`src/pcr_pkg.sv`:
```
/*
 package for the process context register block: field positions,
 write mask bit positions, reset values and mode encodings.
 assumes nothing of its surroundings.
*/
package pcr_pkg;

    // ==========================================================
    // field positions
    localparam int SPACE_LSB     = 39;
    localparam int SPACE_MSB     = 46;
    localparam int TRQ_LSB       = 9;
    localparam int TRQ_MSB       = 12;
    localparam int TEN_LSB       = 5;
    localparam int TEN_MSB       = 8;
    localparam int FLOAT_BIT     = 2;
    localparam int COUNT_BIT     = 1;

    // ==========================================================
    // index decode and write mask positions
    localparam logic [1:0] SEL_CODE = 2'h1;
    localparam int SEL_LSB       = 6;
    localparam int SEL_MSB       = 7;
    localparam int WM_SPACE      = 0;
    localparam int WM_TEN        = 1;
    localparam int WM_TRQ        = 2;
    localparam int WM_COUNT      = 3;
    localparam int WM_FLOAT      = 4;

    // ==========================================================
    // reset values
    localparam logic [7:0] SPACE_RST = 8'h00;
    localparam logic [3:0] TRQ_RST   = 4'h0;
    localparam logic [3:0] TEN_RST   = 4'h0;
    localparam logic       FLOAT_RST = 1'b1;
    localparam logic       COUNT_RST = 1'b0;

    // ==========================================================
    // mode encodings: bit index inside request/enable fields is the mode value
    localparam logic [1:0] MODE_KERNEL = 2'h0;
    localparam logic [1:0] MODE_EXEC   = 2'h1;
    localparam logic [1:0] MODE_SUPER  = 2'h2;
    localparam logic [1:0] MODE_USER   = 2'h3;

endpackage

```
`src/pcr_trap_gate.sv`:
```
/*
 one trap gate: combines request, enable, global trap enable and
 the current mode for a single processor mode.
 assumes the current mode comes from the processor status each cycle.
*/
`timescale 1ns/1ps
`default_nettype none
module pcr_trap_gate
    import pcr_pkg::*;
#(
    parameter logic [1:0] GATE_MODE = 2'h0
) (
    input  wire logic       request,
    input  wire logic       enable,
    input  wire logic       trap_interrupt_enable,
    input  wire logic [1:0] current_mode,
    output logic            trap_out
);
    // ==========================================================
    // gating
    // mode values grow from kernel 0 to user 3
    assign trap_out = request && enable && trap_interrupt_enable
                      && (current_mode >= GATE_MODE);
endmodule
`default_nettype wire

```
`src/pcr_top.sv`:
```
/*
 process context register: a 64-bit register written by masked
 move-to and read by move-from processor register instructions; drives
 per-mode trap requests, the float disabled fault and counter enables.
 assumes move instructions arrive as single-cycle strobes synchronous to clk.
*/
`timescale 1ns/1ps
`default_nettype none
// Notes on behaviour
// - four trap request bits, user 12, supervisor 11, executive 10, kernel 9
// - trap raised only if request, enable and global trap enable all set
// - trap raised only if current mode is at or above requested mode
// - four trap enable bits, user 8, supervisor 7, executive 6, kernel 5
// - float enable clear makes every float instruction fault instead
// - float enable is one after reset
// - per-process enable at bit 1 qualifies each counter's own enable
// - system-wide count enable is an alternative qualifier
// - index bits 7:6 equal 01 select; bits 4:0 mask fields written
// - mask: 0 space number, 1 trap enables, 2 requests, 3 count enable, 4 float
// - read returns all fields together in one 64-bit word
module pcr_top
    import pcr_pkg::*;
(
    input  wire logic        clk,
    input  wire logic        rst_n,
    input  wire logic        clk_en,
    input  wire logic        move_to_proc_reg,
    input  wire logic [7:0]  reg_index,
    input  wire logic [63:0] write_data,
    output logic             read_data_select,
    output logic [63:0]      read_data,
    input  wire logic        trap_interrupt_enable,
    input  wire logic [1:0]  processor_status_mode,
    output logic [3:0]       async_system_trap,
    input  wire logic        float_instr_valid,
    output logic             float_disabled_fault,
    input  wire logic        system_count_enable,
    input  wire logic        counter_zero_enable,
    input  wire logic        counter_one_enable,
    output logic             perf_counter_zero_run,
    output logic             perf_counter_one_run,
    output logic [7:0]       address_space_number
);

    // ==========================================================
    // reset release
    logic       rst_meta_n;
    logic       rst_sync_n;

    always_ff @(posedge clk or negedge rst_n) begin
        if (!rst_n) begin
            rst_meta_n <= 1'b0;
            rst_sync_n <= 1'b0;
        end else begin
            rst_meta_n <= 1'b1;
            rst_sync_n <= rst_meta_n;
        end
    end

    // ==========================================================
    // register fields
    logic [3:0] trap_request_bits;
    logic [3:0] trap_enable_bits;
    logic       float_enable;
    logic       per_process_count_enable;
    logic       write_hit;

    assign write_hit = move_to_proc_reg
                       && (reg_index[SEL_MSB:SEL_LSB] == SEL_CODE);

    always_ff @(posedge clk or negedge rst_sync_n) begin
        if (!rst_sync_n) begin
            address_space_number <= SPACE_RST;
        end else if (clk_en && write_hit && reg_index[WM_SPACE]) begin
            address_space_number <= write_data[SPACE_MSB:SPACE_LSB];
        end
    end

    always_ff @(posedge clk or negedge rst_sync_n) begin
        if (!rst_sync_n) begin
            trap_enable_bits <= TEN_RST;
        end else if (clk_en && write_hit && reg_index[WM_TEN]) begin
            trap_enable_bits <= write_data[TEN_MSB:TEN_LSB];
        end
    end

    always_ff @(posedge clk or negedge rst_sync_n) begin
        if (!rst_sync_n) begin
            trap_request_bits <= TRQ_RST;
        end else if (clk_en && write_hit && reg_index[WM_TRQ]) begin
            trap_request_bits <= write_data[TRQ_MSB:TRQ_LSB];
        end
    end

    always_ff @(posedge clk or negedge rst_sync_n) begin
        if (!rst_sync_n) begin
            per_process_count_enable <= COUNT_RST;
        end else if (clk_en && write_hit && reg_index[WM_COUNT]) begin
            per_process_count_enable <= write_data[COUNT_BIT];
        end
    end

    always_ff @(posedge clk or negedge rst_sync_n) begin
        if (!rst_sync_n) begin
            float_enable <= FLOAT_RST;
        end else if (clk_en && write_hit && reg_index[WM_FLOAT]) begin
            float_enable <= write_data[FLOAT_BIT];
        end
    end

    // ==========================================================
    // read view
    // read is combinational on the held fields, so it always shows current state
    logic [63:0] next_read;

    always_comb begin
        next_read                  = 64'h0;
        next_read[SPACE_MSB:SPACE_LSB] = address_space_number;
        next_read[TRQ_MSB:TRQ_LSB]     = trap_request_bits;
        next_read[TEN_MSB:TEN_LSB]     = trap_enable_bits;
        next_read[FLOAT_BIT]           = float_enable;
        next_read[COUNT_BIT]           = per_process_count_enable;
    end

    assign read_data        = next_read;
    assign read_data_select = 1'b1;

    // ==========================================================
    // trap gating, one gate per mode
    pcr_trap_gate #(.GATE_MODE(MODE_KERNEL)) u_gate_kernel (
        .request               (trap_request_bits[0]),
        .enable                (trap_enable_bits[0]),
        .trap_interrupt_enable (trap_interrupt_enable),
        .current_mode          (processor_status_mode),
        .trap_out              (async_system_trap[0])
    );
    pcr_trap_gate #(.GATE_MODE(MODE_EXEC)) u_gate_exec (
        .request               (trap_request_bits[1]),
        .enable                (trap_enable_bits[1]),
        .trap_interrupt_enable (trap_interrupt_enable),
        .current_mode          (processor_status_mode),
        .trap_out              (async_system_trap[1])
    );
    pcr_trap_gate #(.GATE_MODE(MODE_SUPER)) u_gate_super (
        .request               (trap_request_bits[2]),
        .enable                (trap_enable_bits[2]),
        .trap_interrupt_enable (trap_interrupt_enable),
        .current_mode          (processor_status_mode),
        .trap_out              (async_system_trap[2])
    );
    pcr_trap_gate #(.GATE_MODE(MODE_USER)) u_gate_user (
        .request               (trap_request_bits[3]),
        .enable                (trap_enable_bits[3]),
        .trap_interrupt_enable (trap_interrupt_enable),
        .current_mode          (processor_status_mode),
        .trap_out              (async_system_trap[3])
    );

    // ==========================================================
    // float fault and counter enables
    assign float_disabled_fault = float_instr_valid && !float_enable;

    logic count_qualify;
    assign count_qualify = per_process_count_enable
                           || system_count_enable;
    assign perf_counter_zero_run = counter_zero_enable && count_qualify;
    assign perf_counter_one_run  = counter_one_enable && count_qualify;

endmodule
`default_nettype wire

```
`config.mk`:
```
export PLATFORM = sky130hd
export DESIGN_NAME = pcr_top
export DESIGN_NICKNAME = d
export VERILOG_FILES = /design/src/pcr_pkg.sv /design/src/pcr_trap_gate.sv /design/src/pcr_top.sv
export SDC_FILE = /design/constraint.sdc
export NUM_CORES = 1
export LEC_CHECK = 0
export ABC_AREA = 1
export BUFFER_PORTS_ARGS = -buffer_cell sky130_fd_sc_hd__buf_4
export CORE_MARGIN = 10
export CORE_UTILIZATION = 31
export CTS_CLUSTER_DIAMETER = 200
export DETAILED_ROUTE_END_ITERATION = 8
export GPL_ROUTABILITY_DRIVEN = 0
export PLACE_DENSITY = 0.8
export SLEW_MARGIN = 15
export SYNTH_ARGS = -nofsm -noshare
export SYNTH_HDL_FRONTEND = slang
export SYNTH_SLANG_ARGS = --single-unit
```
`constraint.sdc`:
```
create_clock -name clk -period 0.8 [get_ports clk]
set_input_delay 0.04 -clock clk [delete_from_list [all_inputs] [get_ports clk]]
set_output_delay 0.04 -clock clk [all_outputs]
set_load 0.05 [all_outputs]
```
==> run_results.csv <==
group,metric,value,unit
yosys,synth_area_leaders,"buf_4 (35%), dfrtp_1 (32%), nand2_1 (9.6%)",
global_route,overflow,0,
sta,final_hold_viol_count,0,
power,netSwitchingPower,2.54,mW
yosys,yosys.area.top_type_share,34.8,%
power,power.density,2430,nW/um^2
setup_path,cp-start-kind,"register",
power,internal-power,2.68,mW
placed_design,io_buffers,68,
sta,whs,10.6,ps
global_route,antenna_found_initial,0,
power,peakVddDrop,0.762,mV
floorplan,start_util,31.7,%
cts,insertion_delay,250,ps
cells_and_area,fin_util,45.8,%
global_route,grt_max_degree,17,
cts,h-tree-depth,1,
setup_path,critPathBufInv,1,
cts,cts_buffers,3,
yosys,synth_seq_area_share,33.8,%
yosys,yosysUniqueCellTypes,18,
placed_design,dp_hpwl,3340,um
yosys,async_reset_ff_share,100,%
floorplan,fp.dieW,89.2,um
setup_path,path_delay_family,"flip-flops",
sta,fin_skew,3.65,ps
routing,drt_iter0_drc,78,
routing,drc,0,
routing,firstDrtPassIters,4,
routing,viasPerCell,4.01,
hold_path,worst_hold_path.num_cells,3,
setup_path,cpPeakStageDelay,410,ps
sta,rsz0062_at_grt,"true",
yosys,synth_edf_count,0,
setup_path,r2r_cells,4,
yosys,synth_area_per_cell,8.64,sq um
yosys,yosysMostFrequentCell,"buf_4",
floorplan,fp-row-count,25,
setup_path,required,760,ps
cts,clockBufferDepth,2,
yosys,synth_area,1490,sq um
setup_path,cp-end-kind,"output port",
sta,setup_viol,37,
floorplan,ioPinCount,163,
setup_path,cp_num_cells,2,
job,maxCapViolCount,0,
cts,cts_root_buffer,"clkbuf_8",
routing,drt-total-wl,4150,um
yosys,synth_commonest_cells,"buf_4 (69), nand2_1 (38), dfrtp_1 (19)",
setup_path,critPathKind,"register to output port",
status,violations,"negative setup slack",
power,clockPowerShare,13.1,%
floorplan,core-area,4690,sq um
power,pwr-share-comb,59.8,%
yosys,synth_warnings,0,
cts,cts.reportedPaths.clkPinSlew,70,ps
status,status,"complete, but fails checks",
cts,cts_num_sinks,20,
power,power_frac_seq,27.1,%
cells_and_area,layout.nets,323,
sta,setup-tns-final,-4850,ps
setup_path,critPathMaxFanout,3,
cts,cts_tree,"yes",
power,total_power,5.22,mW
global_route,grt_pass1_wl,5940,um
sta,finalCritPeriodShare,132,%
setup_path,crit_arrival,1020,ps
sta,maxSlewViolCount,0,
global_route,grt_pass1_vias,1275,
setup_path,critPathSlowestCell,"dfrtp_1",
yosys,syn_inst,172,
routing,ant_nets,0,
power,leakage,1.15,nW
sta,timing.final.ws_setup,-256,ps
setup_path,worstPathCellList,"o21a_2 -> buf_6",
floorplan,die_h,89.2,um
routing,via_count,1176,
global_route,grt_usage,9.56,%
yosys,ys_ff_latch,20,
cells_and_area,final_area,2150,sq um
yosys,yosysTopAreaCell,"buf_4",
cells_and_area,antenna_cells,0,
sta,period_needed,1060,ps
floorplan,dieArea,7960,sq um
sta,fmax,0.947,GHz
cells_and_area,layout-drive-gt1-share,50.6,%
routing,drt-wirelength-per-cell,14.2,um
power,switching_share,48.6,%
placed_design,place_area,1800,sq um
hold_path,hold_class,"input pin to register",
yosys,synth_ff_type,"dfrtp_1",
cells_and_area,area_growth_syn_to_layout,44.5,%
-- stage by stage --
step / setup slack [ps] / instances
final: -256 / 293
after floorplan: -31.0 / 218
after detailed placement: -19.6 / 278
after CTS: -265 / 291
after global routing: -297 / 293
after global placement: -7.39 / 278
-- sequential cells by signal, indices dropped and copies added (netlist names) --
signal	count
address_space_number	8
trap_enable_bits	4
rst_sync_n	1
float_enable	1
per_process_count_enable	1
trap_request_bits	4
rst_meta_n	1
-- path summary, 6_finish.rpt --
kind | slack [ps] | start | end
setup reg to reg | -60 | trap_request_bits[3] | trap_request_bits[3]
min in group asynchronous | 80 | rst_sync_n | per_process_count_enable
hold reg to reg | 80 | rst_sync_n | per_process_count_enable
max in group asynchronous | 370 | rst_sync_n | address_space_number[2]
setup / recovery | -260 | per_process_count_enable | perf_counter_zero_run
hold / removal | 10 | write_data[11] | trap_request_bits[2]
-- power groups by stage --
stage | clock, mW | sequential, mW | combinational (mW)
2_1_floorplan | 0 | 1.67 | 1.95
3_3_place_gp | 0 | 1.39 | 2.57
6_report | 0.684 | 1.41 | 3.13
4_1_cts | 0.718 | 1.41 | 3.08
5_1_grt | 0.754 | 1.45 | 3.26
3_5_place_dp | 0 | 1.40 | 2.60
-- worst register-to-register path, cell delays in order, from the launching register on --
cell and delay [ps]:
dfrtp_1 400, buf_6 130, buf_4 120, nand2_1 50, nand2_1 50
-- layout make-up --
| type | instances | area, sq um |
|---|---|---|
| tap | 54 | 67.6 |
| multi-input combinational | 123 | 619 |
| clock buffer | 4 | 45.0 |
| inverter | 4 | 15.0 |
| timing repair buffer | 88 | 890 |
| fill | 452 | 2540 |
| sequential | 20 | 512 |
-- logic make-up after synthesis --
family | Yosys count | share of synthesized area [%]
buffers and inverters | 75 | 37.5
other | 2 | 0.505
AND/OR/NAND/NOR | 73 | 27.2
AO/OA/AOI/OAI | 2 | 1.01
flip-flops | 20 | 33.8
-- placed cells by master (no fill, tap or decap), drive strengths merged --
| cell type | netlist | final |
|---|---|---|
| buf | 71 | 85 |
| conb | 2 | 48 |
| nand2 | 40 | 40 |
| nand3 | 25 | 25 |
| dfrtp | 19 | 19 |
| nor2 | 7 | 7 |
| clkbuf | 0 | 4 |
| inv | 4 | 4 |
| dlygate4sd3 | 0 | 3 |
| o21a | 2 | 2 |
| and3 | 1 | 1 |
| dfstp | 1 | 1 |
-- metal layers --
metal / vias up / routed length (um) / GRT usage (%)
met3: 4 / 387 / 2.37
met5: - / 0 / 0
met2: 75 / 2070 / 16.9
met4: 0 / 74 / 3.47
met1: 537 / 1620 / 10.8
li1: 560 / - / -
-- repair_timing --
action	in CTS	in global routing
hold endpoints to repair	3	0
endpoints found under the setup margin	33	36
hold buffers	3	0
gates resized for setup	53	4
setup buffers	6	2
pin swaps	3	0
(Power assumes the default switching activity.)
